**src/shared/tss_regs.svh**
```systemverilog
`ifndef TSS_REGS_SVH
`define TSS_REGS_SVH

// ****************************************
// Frame geometry
// ****************************************
`define TSS_WORD_BITS    16
`define TSS_FRAME_LAST   5'd31
`define TSS_TX_LAST      5'd15
`define TSS_DRIVEN_BITS  5'd14
`define TSS_CMD_BITS     8

// ****************************************
// Register contents
// ****************************************
`define TSS_TEMP_BITS    13
`define TSS_TEMP_POR     16'hff00
`define TSS_DONE_FLAG    1'b1
`define TSS_UNDEF_BITS   2'b00
`define TSS_CMD_SHUTDOWN 8'hff
`define TSS_FIFO_DEPTH   4

`endif

```
**src/shared/tss_pkg.sv**
```systemverilog
`default_nettype none

package tss_pkg;

`include "tss_regs.svh"

  // ****************************************
  // Transaction phase
  // ****************************************
  typedef enum logic [1:0] {
    TSS_PH_IDLE = 2'b00,
    TSS_PH_TX   = 2'b01,
    TSS_PH_RX   = 2'b10
  } tss_phase_t;

  // ****************************************
  // Pin synchroniser chain
  // ****************************************
  typedef struct packed {
    logic meta;
    logic sync;
    logic dly;
  } tss_pin_sync_t;

  // ****************************************
  // Complete state of the serial port
  // ****************************************
  typedef struct packed {
    tss_pin_sync_t                cs;
    tss_pin_sync_t                sck;
    tss_pin_sync_t                sio;
    tss_phase_t                   phase;
    logic [4:0]                   cnt;
    logic [`TSS_WORD_BITS-1:0]    word;
    logic [`TSS_CMD_BITS-1:0]     cmd;
    logic                         rx_seen;
    logic                         shutdown;
    logic                         conv_run;
    logic [`TSS_WORD_BITS-1:0]    temp;
    logic                         sio_out;
    logic                         sio_oe;
  } tss_state_t;

endpackage : tss_pkg

`default_nettype wire

```
**src/hdl/tss_fifo.sv**
```systemverilog
`default_nettype none

module tss_fifo
  import tss_pkg::*;
#(
  parameter int WIDTH = 13,
  parameter int DEPTH = 4
) (
  // Clock and reset
  input  wire logic             clk_in,
  input  wire logic             rst_in,
  // Filling side
  input  wire logic             in_valid_in,
  input  wire logic [WIDTH-1:0] in_data_in,
  output logic                  in_ready_out,
  // Draining side
  output logic                  out_valid_out,
  output logic [WIDTH-1:0]      out_data_out,
  input  wire logic             out_ready_in
);

  localparam int PW = (DEPTH > 1) ? $clog2(DEPTH) : 1;
  localparam int CW = $clog2(DEPTH + 1);

  typedef struct packed {
    logic [DEPTH-1:0][WIDTH-1:0] mem;
    logic [PW-1:0]               wr_ptr;
    logic [PW-1:0]               rd_ptr;
    logic [CW-1:0]               count;
    logic                        ready;
  } tss_fifo_state_t;

  tss_fifo_state_t s_reg;
  tss_fifo_state_t s_next;

  logic push;
  logic pop;

  assign out_valid_out = (s_reg.count != '0);
  assign out_data_out  = s_reg.mem[s_reg.rd_ptr];
  assign in_ready_out  = s_reg.ready;

  always_comb begin
    s_next = s_reg;
    push   = in_valid_in & s_reg.ready;
    pop    = out_ready_in & out_valid_out;
    if (push) begin
      s_next.mem[s_reg.wr_ptr] = in_data_in;
      s_next.wr_ptr = (s_reg.wr_ptr == PW'(DEPTH - 1)) ? '0 : s_reg.wr_ptr + 1'b1;
    end
    if (pop) begin
      s_next.rd_ptr = (s_reg.rd_ptr == PW'(DEPTH - 1)) ? '0 : s_reg.rd_ptr + 1'b1;
    end
    s_next.count = s_reg.count + CW'(push) - CW'(pop);
    // Ready is registered so the filler sees a clean level
    s_next.ready = (s_next.count != CW'(DEPTH));
  end

  always_ff @(posedge clk_in) begin
    if (rst_in) begin
      s_reg <= '{mem: '0, wr_ptr: '0, rd_ptr: '0, count: '0, ready: 1'b1};
    end else begin
      s_reg <= s_next;
    end
  end

endmodule : tss_fifo

`default_nettype wire

```
**src/hdl/tss_serial_port.sv**
```systemverilog
`default_nettype none

module tss_serial_port
  import tss_pkg::*;
#(
  // Arbitrary identity value, not tied to any maker
  parameter logic [`TSS_WORD_BITS-1:0] ID_WORD    = 16'h5a5c,
  parameter int                        FIFO_DEPTH = `TSS_FIFO_DEPTH
) (
  // Clock and reset
  input  wire logic                     clk_in,
  input  wire logic                     rst_in,
  // Serial pins from the host
  input  wire logic                     cs_n_in,
  input  wire logic                     serial_shift_clock_in,
  input  wire logic                     sio_in,
  output logic                          sio_out,
  output logic                          sio_oe_out,
  // Conversion results from the sensing front end
  input  wire logic                     conv_valid_in,
  input  wire logic [`TSS_TEMP_BITS-1:0] conv_data_in,
  output logic                          conv_ready_out,
  // Mode status
  output logic                          conv_run_out,
  output logic                          shutdown_out
);

  // ****************************************
  // Helper functions
  // ****************************************

  function automatic logic is_shutdown_cmd(input logic [`TSS_CMD_BITS-1:0] cmd);
    is_shutdown_cmd = (cmd == `TSS_CMD_SHUTDOWN);
  endfunction : is_shutdown_cmd

  function automatic logic [`TSS_WORD_BITS-1:0] frame_word(
    input logic                      in_shutdown,
    input logic [`TSS_WORD_BITS-1:0] temp
  );
    // Identity replaces temperature while shut down
    frame_word = in_shutdown ? ID_WORD : temp;
  endfunction : frame_word

  // ****************************************
  // State
  // ****************************************

  tss_state_t s_reg;
  tss_state_t s_next;

  logic                      sel_fall;
  logic                      sel_rise;
  logic                      sck_rise;
  logic                      sck_fall;
  logic                      fifo_valid;
  logic [`TSS_TEMP_BITS-1:0] fifo_data;
  logic                      fifo_pop;
  logic [`TSS_CMD_BITS-1:0]  cmd_last;
  logic                      mode_next;

  // ****************************************
  // Result buffer
  // ****************************************

  // Results queue here while a frame is open; between frames each one popped overwrites temp unless shut down, so only the last is kept
  tss_fifo #(
    .WIDTH (`TSS_TEMP_BITS),
    .DEPTH (FIFO_DEPTH)
  ) u_result_fifo (
    .clk_in        (clk_in),
    .rst_in        (rst_in),
    .in_valid_in   (conv_valid_in),
    .in_data_in    (conv_data_in),
    .in_ready_out  (conv_ready_out),
    .out_valid_out (fifo_valid),
    .out_data_out  (fifo_data),
    .out_ready_in  (fifo_pop)
  );

  // ****************************************
  // Next-state logic
  // ****************************************

  always_comb begin
    s_next    = s_reg;
    fifo_pop  = 1'b0;
    mode_next = s_reg.shutdown;

    // Three flops per pin; edges only look at the second and third stage
    s_next.cs.meta  = cs_n_in;
    s_next.cs.sync  = s_reg.cs.meta;
    s_next.cs.dly   = s_reg.cs.sync;
    s_next.sck.meta = serial_shift_clock_in;
    s_next.sck.sync = s_reg.sck.meta;
    s_next.sck.dly  = s_reg.sck.sync;
    s_next.sio.meta = sio_in;
    s_next.sio.sync = s_reg.sio.meta;
    s_next.sio.dly  = s_reg.sio.sync;

    sel_fall = s_reg.cs.dly & ~s_reg.cs.sync;
    sel_rise = ~s_reg.cs.dly & s_reg.cs.sync;
    sck_rise = ~s_reg.sck.dly & s_reg.sck.sync;
    sck_fall = s_reg.sck.dly & ~s_reg.sck.sync;

    // Command as it stands with the bit now being sampled
    cmd_last = {s_reg.cmd[`TSS_CMD_BITS-2:0], s_reg.sio.sync};

    if (s_reg.cs.sync) begin
      // Deselected: idle, pin released, counter cleared
      s_next.phase   = TSS_PH_IDLE;
      s_next.cnt     = '0;
      s_next.sio_oe  = 1'b0;
      s_next.sio_out = 1'b0;
      s_next.rx_seen = 1'b0;
      if (sel_rise && s_reg.rx_seen) begin
        // The byte held when select rises is acted upon if any command bit came in
        mode_next = is_shutdown_cmd(s_reg.cmd);
      end
      // Results only land between frames so a read never sees a torn word
      if (fifo_valid) begin
        fifo_pop = 1'b1;
        if (!mode_next) begin
          s_next.temp = {fifo_data, `TSS_DONE_FLAG, `TSS_UNDEF_BITS};
        end
      end
    end else if (sel_fall) begin
      // First bit is on the pin as soon as select is seen low
      s_next.phase   = TSS_PH_TX;
      s_next.cnt     = '0;
      s_next.word    = frame_word(s_reg.shutdown, s_reg.temp);
      s_next.sio_out = s_next.word[`TSS_WORD_BITS-1];
      s_next.sio_oe  = 1'b1;
      s_next.cmd     = '0;
      s_next.rx_seen = 1'b0;
    end else if (sck_rise) begin
      if (s_reg.phase == TSS_PH_RX) begin
        s_next.cmd     = cmd_last;
        s_next.rx_seen = 1'b1;
      end
      if (s_reg.cnt == `TSS_FRAME_LAST) begin
        // Frame complete with select still low: act and start another
        mode_next      = is_shutdown_cmd(cmd_last);
        s_next.phase   = TSS_PH_TX;
        s_next.cnt     = '0;
        s_next.word    = frame_word(mode_next, s_reg.temp);
        s_next.sio_out = s_next.word[`TSS_WORD_BITS-1];
        s_next.sio_oe  = 1'b1;
        s_next.cmd     = '0;
        s_next.rx_seen = 1'b0;
      end else begin
        s_next.cnt = s_reg.cnt + 5'd1;
        if (s_reg.cnt == `TSS_TX_LAST) begin
          s_next.phase = TSS_PH_RX;
        end
      end
    end else if (sck_fall) begin
      if (s_reg.phase == TSS_PH_TX) begin
        // No rise yet in this frame: a chained frame must keep D15 for the host
        if (s_reg.cnt != '0) begin
          // Next bit out on the falling edge, MSB first
          s_next.word    = {s_reg.word[`TSS_WORD_BITS-2:0], 1'b0};
          s_next.sio_out = s_reg.word[`TSS_WORD_BITS-2];
          // Lowest two bits are undefined, so the pin floats for them
          s_next.sio_oe  = (s_reg.cnt < `TSS_DRIVEN_BITS);
        end
      end else begin
        s_next.sio_oe  = 1'b0;
      end
    end

    s_next.shutdown = mode_next;
    s_next.conv_run = ~mode_next;
  end

  // ****************************************
  // State register
  // ****************************************

  always_ff @(posedge clk_in) begin
    if (rst_in) begin
      s_reg <= '{
        cs:       '{meta: 1'b1, sync: 1'b1, dly: 1'b1},
        sck:      '{meta: 1'b0, sync: 1'b0, dly: 1'b0},
        sio:      '{meta: 1'b0, sync: 1'b0, dly: 1'b0},
        phase:    TSS_PH_IDLE,
        cnt:      '0,
        word:     '0,
        cmd:      '0,
        rx_seen:  1'b0,
        shutdown: 1'b0,
        conv_run: 1'b1,
        temp:     `TSS_TEMP_POR,
        sio_out:  1'b0,
        sio_oe:   1'b0
      };
    end else begin
      s_reg <= s_next;
    end
  end

  // ****************************************
  // Outputs
  // ****************************************

  assign sio_out      = s_reg.sio_out;
  assign sio_oe_out   = s_reg.sio_oe;
  assign conv_run_out = s_reg.conv_run;
  assign shutdown_out = s_reg.shutdown;

endmodule : tss_serial_port

`default_nettype wire

```
**config.mk**
```make
export PLATFORM = sky130hd
export DESIGN_NAME = tss_serial_port
export DESIGN_NICKNAME = d
export VERILOG_FILES = /design/src/shared/tss_pkg.sv /design/src/hdl/tss_fifo.sv /design/src/hdl/tss_serial_port.sv
export VERILOG_INCLUDE_DIRS = /design/src /design/src/shared
export SDC_FILE = /design/constraint.sdc
export NUM_CORES = 1
export LEC_CHECK = 0
export BUFFER_PORTS_ARGS = -buffer_cell sky130_fd_sc_hd__buf_4
export CAP_MARGIN = 15
export CORE_ASPECT_RATIO = 0.8
export CORE_UTILIZATION = 40
export DETAILED_ROUTE_END_ITERATION = 7
export PLACE_DENSITY = 0.64
export SKIP_LAST_GASP = 1
export SYNTH_ARGS = -nofsm -noshare
export SYNTH_HDL_FRONTEND = slang
export SYNTH_SLANG_ARGS = --single-unit
```
**constraint.sdc**
```tcl
create_clock -name clk_in -period 6.16 [get_ports clk_in]
set_input_delay 0.616 -clock clk_in [delete_from_list [all_inputs] [get_ports clk_in]]
set_output_delay 0.616 -clock clk_in [all_outputs]
set_load 0.03 [all_outputs]
```
---- Word-level counts from Yosys, hierarchy flattened ----
Cells that the tools add are included.
word-level totals
  flip-flop bits (word level) ............. 117
  word-level logic and storage cells ...... 116
cells by class
  add/subtract/negate cells ............... 5
  magnitude comparators ................... 4
  equality and inequality tests ........... 11
  mux-type cells .......................... 35
  bitwise gates (word level) .............. 12
  reduce and logical (&&, ||, !) cells .... 22
operators by type and width
  operator                                                    number
  two-way mux 16 bit                                          6
  bitwise mux 52 bit                                          1
  two-way mux 31 bit                                          1
  binary-select mux 13 bit (select 2 bit)                     1
  demux 13 bit (select 2 bit)                                 1
  two-way mux 13 bit                                          2
  two-way mux 25 bit                                          1
  two-way mux 9 bit                                           2
  nonzero test 3 bit                                          6
  equality test 8 bit, second input constant                  2
  two-way mux 2 bit                                           8
  two-way mux 1 bit                                           10
  AND reduction 3 bit                                         3
  two-way mux 7 bit                                           1
  AND 1 bit                                                   6
  equality test 2 bit, second input constant                  3
  less-than comparator 2 x 3 -> 1 bit, second input constant  2
  two-way mux 6 bit                                           1
  NOT 1 bit                                                   6
  AND reduction 2 bit                                         3
  nonzero test 2 bit                                          3
  adder 5 x 1 -> 5 bit, second input constant                 1
  equality test 5 x 4 -> 1 bit, second input constant         1
  equality test 5 bit, second input constant                  1
  other kinds (15)                                            17

---- Logic depth before layout (Yosys ltp) ----
  depth in word-level cells ............... 7
  mapped depth ............................ 10
  gate-level depth less buffers ........... 10

---- Hierarchy ----
A second synthesis with hierarchy kept.
second synthesis, totals
  cells, all modules ...................... 585
  area total of the unflattened synthesis .. 5226.3 um^2
modules (own cells, without submodules)
  module           instances  cells each  area each (um^2)  sequential area each (um^2)
  tss_serial_port  1          296         2631.3            1121.1
  tss_fifo         1          289         2595.0            1201.2

---- Least setup slack after synthesis ----
OpenSTA, ideal clock, no wires.
  path kind ............................... reg-to-reg
  start point ............................. register u_result_fifo.s_reg[2] in the netlist's numbering
  end point ............................... register u_result_fifo.s_reg (netlist bit u_result_fifo.in_ready_out)
  library setup time ...................... 0.117 ns
  data arrival time ....................... 2.032 ns
  data required time ...................... 6.043 ns
  path slack .............................. 4.011 ns
  stages on the path, launching flop included .. 11
  path buffers ............................ 0
  cell sequence ........................... dfxtp_1 -> nor3_1 -> nand2b_1 -> inv_1 -> ha_1 -> inv_1 -> ha_1 -> fa_1 -> xnor2_1 -> nor2_1 -> nand2_1
on the way
  longest elaborated chain between the ends .. 6
  elaborated cells between the ends (all ways) .. 7
  those cells by class .................... 2 x add/sub; 1 x eq/ne; 2 x mux; 1 x bitwise; 1 x reduce/logical
RTL lines
  what                         line                    source
  from (decl)                  tss_fifo.sv:33          tss_fifo_state_t s_reg;
  from (signal assigned)       tss_fifo.sv:61          s_reg <= '{mem: '0, wr_ptr: '0, rd_ptr: '0, count: '0, ready: 1'b1};
  from (signal assigned)       tss_fifo.sv:63          s_reg <= s_next;
  nonzero test 3 bit *         tss_fifo.sv:39          assign out_valid_out = (s_reg.count != '0);
  two-way mux 1 bit            tss_serial_port.sv:120  if (fifo_valid) begin
  two-way mux 1 bit            tss_serial_port.sv:108  if (s_reg.cs.sync) begin
  AND 1 bit *                  tss_fifo.sv:46          pop = out_ready_in & out_valid_out;
  via u_result_fifo.pop        tss_fifo.sv:37          logic pop;
  subtractor 3 x 1 -> 3 bit *  tss_fifo.sv:54          s_next.count = s_reg.count + CW'(push) - CW'(pop);
  inequality test 3 bit *      tss_fifo.sv:56          s_next.ready = (s_next.count != CW'(DEPTH));
The timed path passes the listed nets; every way through them passes the cells marked *.
A chain may end at the register's enable or synchronous reset.

---- Worst setup path in the final report ----
  start point ............................. register s_reg[45] in the netlist's numbering
  end point ............................... register s_reg (netlist bit conv_run_out)
on the way
  longest elaborated chain between the ends .. 6
RTL lines
  what                           line                    source
  from (decl)                    tss_serial_port.sv:48   tss_state_t s_reg;
  from (signal assigned)         tss_serial_port.sv:181  s_reg <= '{
  from (signal assigned)         tss_serial_port.sv:197  s_reg <= s_next;
  equality test 5 bit (no line)  n/a
  two-way mux 1 bit              tss_serial_port.sv:140  if (s_reg.cnt == `TSS_FRAME_LAST) begin
  two-way mux 1 bit              tss_serial_port.sv:135  end else if (sck_rise) begin
  two-way mux 1 bit              tss_serial_port.sv:126  end else if (sel_fall) begin
  two-way mux 1 bit              tss_serial_port.sv:108
  NOT 1 bit                      tss_serial_port.sv:172  s_next.conv_run = ~mode_next;
Every way passes these cells.

==> impl_metrics.py <==
metrics = {
    "cts": {
        "cts_tree": "done",
        "clkSlewWorstSetupHoldPaths_ns": 0.06,
        "cts_resized": 0,
        "max-clock-path-buffers": 2,
        "post-cts-setup-buffers": 0,
        "ctsRootBufferMaster": "clkbuf_16",
        "worstSkewPairLatency_ns": 0.41,
        "cts.sinks": 116,
        "cts_buffers": 17,
        "cts_max_level": 4,
        "hold_buffers": 0,
    },
    "power": {
        "swShare_pct": 28.0,
        "cellPowerDensity_mw_per_mm2": 381,
        "intPower_mw": 1.63,
        "p_leak_nw": 2.24,
        "seq_power_share_pct": 39.0,
        "p_sw_uw": 634,
        "peakVddDrop_v": 0.000206,
        "power_frac_comb_pct": 16.4,
        "p_clk_share_pct": 44.6,
    },
    "timing": {
        "rsz0062_at_grt": "no",
        "clock-skew-final_ns": 0.00564,
        "relSlewSlack_pct": 33.7,
        "fin_crit_sh_pct": 40.3,
        "post-route-min-period_ns": 2.48,
        "tightest_slew_ns": 0.994,
        "tns_ns": 0,
        "fmax_ghz": 0.403,
        "slew_violations": 0,
        "hold_viol": 0,
        "finalSetupViolCount": 0,
    },
    "yosys": {
        "synth.area.top_cells": "dfxtp_1 (45%), nand2_1 (11%), a21oi_1 (8.0%)",
        "syn_area_per_cell_sq_um": 9.01,
        "synthAdderAreaFrac_pct": 3.08,
        "synth_compound_area_share_pct": 17.6,
        "syn-cell-area_sq_mm": 0.00511,
        "synth_cells": 567,
        "ys_seq_area_share_pct": 45.4,
        "synth_edf_count": 0,
        "ys.flop_type": "dfxtp_1",
        "synthArstFlopShare_pct": 0,
        "synth-xor-area-share_pct": 0.857,
        "yosys_register_bits": 116,
        "yosys.area.top_type": "dfxtp_1",
        "yosys.cell_types.count": 53,
        "synth_simple_gate_area_share_pct": 19.5,
        "syn_nets": 598,
        "yosysWarnings": 0,
        "synth_top_family_by_area": "simple AND/OR/NAND/NOR gates",
        "synthMuxAreaShare_pct": 9.08,
        "yosysTopAreaCellShare_pct": 45.4,
    },
    "floorplanning": {
        "dieArea_sq_mm": 0.0132,
        "core_sq_mm": 0.0123,
        "die_w_microns": 128,
        "fp-row-count": 36,
        "start_util_pct": 41.6,
        "io-pin-count": 24,
        "die_h_microns": 103,
    },
    "final_layout": {
        "fill_cells": 1155,
        "nNetsFinal": 606,
        "antenna_cells": 0,
        "largest_reg_flops": 59,
        "final_util_pct": 48.3,
        "drive_above_1_share_pct": 14.3,
        "design_area_sq_mm": 0.00594,
        "area.growth.synth_to_final_pct": 16.1,
        "final_cells": 759,
    },
    "route": {
        "postRouteAntennaNets": 0,
        "routed_wl_mm": 11.8,
        "drtIter0Drc": 361,
        "wl_per_cell_microns": 15.5,
        "dr.pass1.iters": 5,
        "drc": 0,
        "vias_per_cell": 5.35,
        "vias": 4062,
    },
    "grt": {
        "grt_pass1_wl_mm": 19.7,
        "grt_usage_pct": 19.5,
        "grt_pass1_vias": 3830,
        "antenna_found_initial": 0,
        "globalRouteOverflowTotal": 0,
        "grt_max_degree": 95,
    },
    "worst_setup_path": {
        "max_stage_delay_ns": 0.53,
        "path_cells": "ha_1 > and3_1 > ha_1 > nand3b_1 > nor2_2 > mux2i_1 > a221o_2",
        "cp_top_family": "simple AND/OR/NAND/NOR gates",
        "critical_path_class": "flip-flop to flip-flop",
        "endpoint_kind": "flip-flop",
        "crit_top_cell": "ha_1",
        "start_kind": "flip-flop",
        "ff2ff_setup_slack_ns": 3.68,
        "path_buf_inv": 0,
        "required_ns": 6.45,
        "slowest_stage": "nor2_2",
        "worstPathMaxFanout": 14,
        "worstPathArrival_ns": 2.77,
    },
    "place": {
        "dp.cells": 727,
        "dp_hpwl_mm": 7.64,
        "portBuffers": 23,
        "gp_congestion": 0.793,
        "placedInstanceArea_sq_mm": 0.00533,
    },
    "run_status": {
        "status": "completed",
    },
    "worst_hold_path": {
        "hp-class": "input pin to flip-flop",
    },
    "flow_run": {
        "maxCapViolCount": 0,
    },
}
==> final cells by class <==
type                       instances  area, sq um  area share [%]
multi-input combinational        402         2560            43.1
sequential                       116         2320            39.1
clock buffer                      17          425            7.17
tap                              171          214            3.60
clock inverter                    15          183            3.08
timing repair buffer              24          180            3.04
inverter                          14         52.6           0.885
==> Yosys cell counts (all sizes together) (8+ instances only) <==
cell	count
nand2	145
dfxtp	116
a21oi	82
clkbuf	23
nor2	17
mux2i	15
and3	13
inv	13
mux4	13
buf	12
ha	11
nor2b	11
o21a	9
o21ai	9
a211o	8
a311oi	8
==> cells by family (layout without fill, tap and decap cells) <==
| family | count (synthesis) | after routing |
|---|---|---|
| flip-flops | 116 | 116 |
| AND/OR/NAND/NOR | 218 | 218 |
| AO/OA/AOI/OAI | 139 | 139 |
| adder cells (fa/ha/maj) | 12 | 12 |
| buffers and inverters | 49 | 70 |
| XOR/XNOR | 5 | 5 |
| multiplexers | 28 | 28 |
==> power groups by stage <==
stage | Clock [mW] | Combinational, mW | Sequential [mW]
finish | 1.01 | 0.370 | 0.883
floorplan | 0 | 0.313 | 0.865
CTS | 1.02 | 0.375 | 0.880
detailed placement | 0 | 0.373 | 0.895
global route | 1.06 | 0.410 | 0.889
global placement | 0 | 0.361 | 0.893
==> layer usage <==
layer	track usage, %	vias up	routed length (microns)
met5	0	-	0
met4	6.61	0	126
met3	5.45	12	692
met2	29.1	116	5250
met1	27.0	1936	5700
li1	-	1998	-
==> final timing paths <==
check / startpoint / end / cells after the start
min reg2reg: s_next[59] / s_next[58] / 1
max: s_reg[45] / conv_run_out / 7
min: cs_n_in / s_next[59] / 2
max reg2reg: s_reg[45] / conv_run_out / 7
==> metrics by stage <==
stage	hold WS (ns)	power, mW	setup WS (ns)
detailed placement	0.398	1.27	3.60
finish	0.392	2.26	3.68
floorplan	0.389	1.18	4.01
global placement	0.404	1.25	3.65
global route	0.379	2.36	3.55
CTS	0.379	2.28	3.69
==> cell usage in the layout (no fill, tap or decap), types with 4 or more instances in the layout <==
| master | n |
|---|---|
| nand2_1 | 145 |
| inv_1 | 12 |
| mux2i_1 | 15 |
| a21oi_1 | 82 |
| nand2b_1 | 5 |
| mux4_4 | 4 |
| a211oi_1 | 5 |
| nor3_1 | 5 |
| o21a_1 | 9 |
| nor2_1 | 16 |
| and3_1 | 12 |
| or2_2 | 4 |
| o21ai_0 | 8 |
| buf_4 | 24 |
| nor2b_1 | 11 |
| dfxtp_1 | 116 |
| nand4_1 | 4 |
| a31oi_1 | 6 |
| a32o_1 | 5 |
| nand3_1 | 4 |
| mux4_2 | 6 |
| ha_1 | 11 |
| clkbuf_16 | 17 |
| clkinv_4 | 6 |
| a311oi_1 | 6 |
| a211o_1 | 8 |
Power figures use the tool's default switching activity.
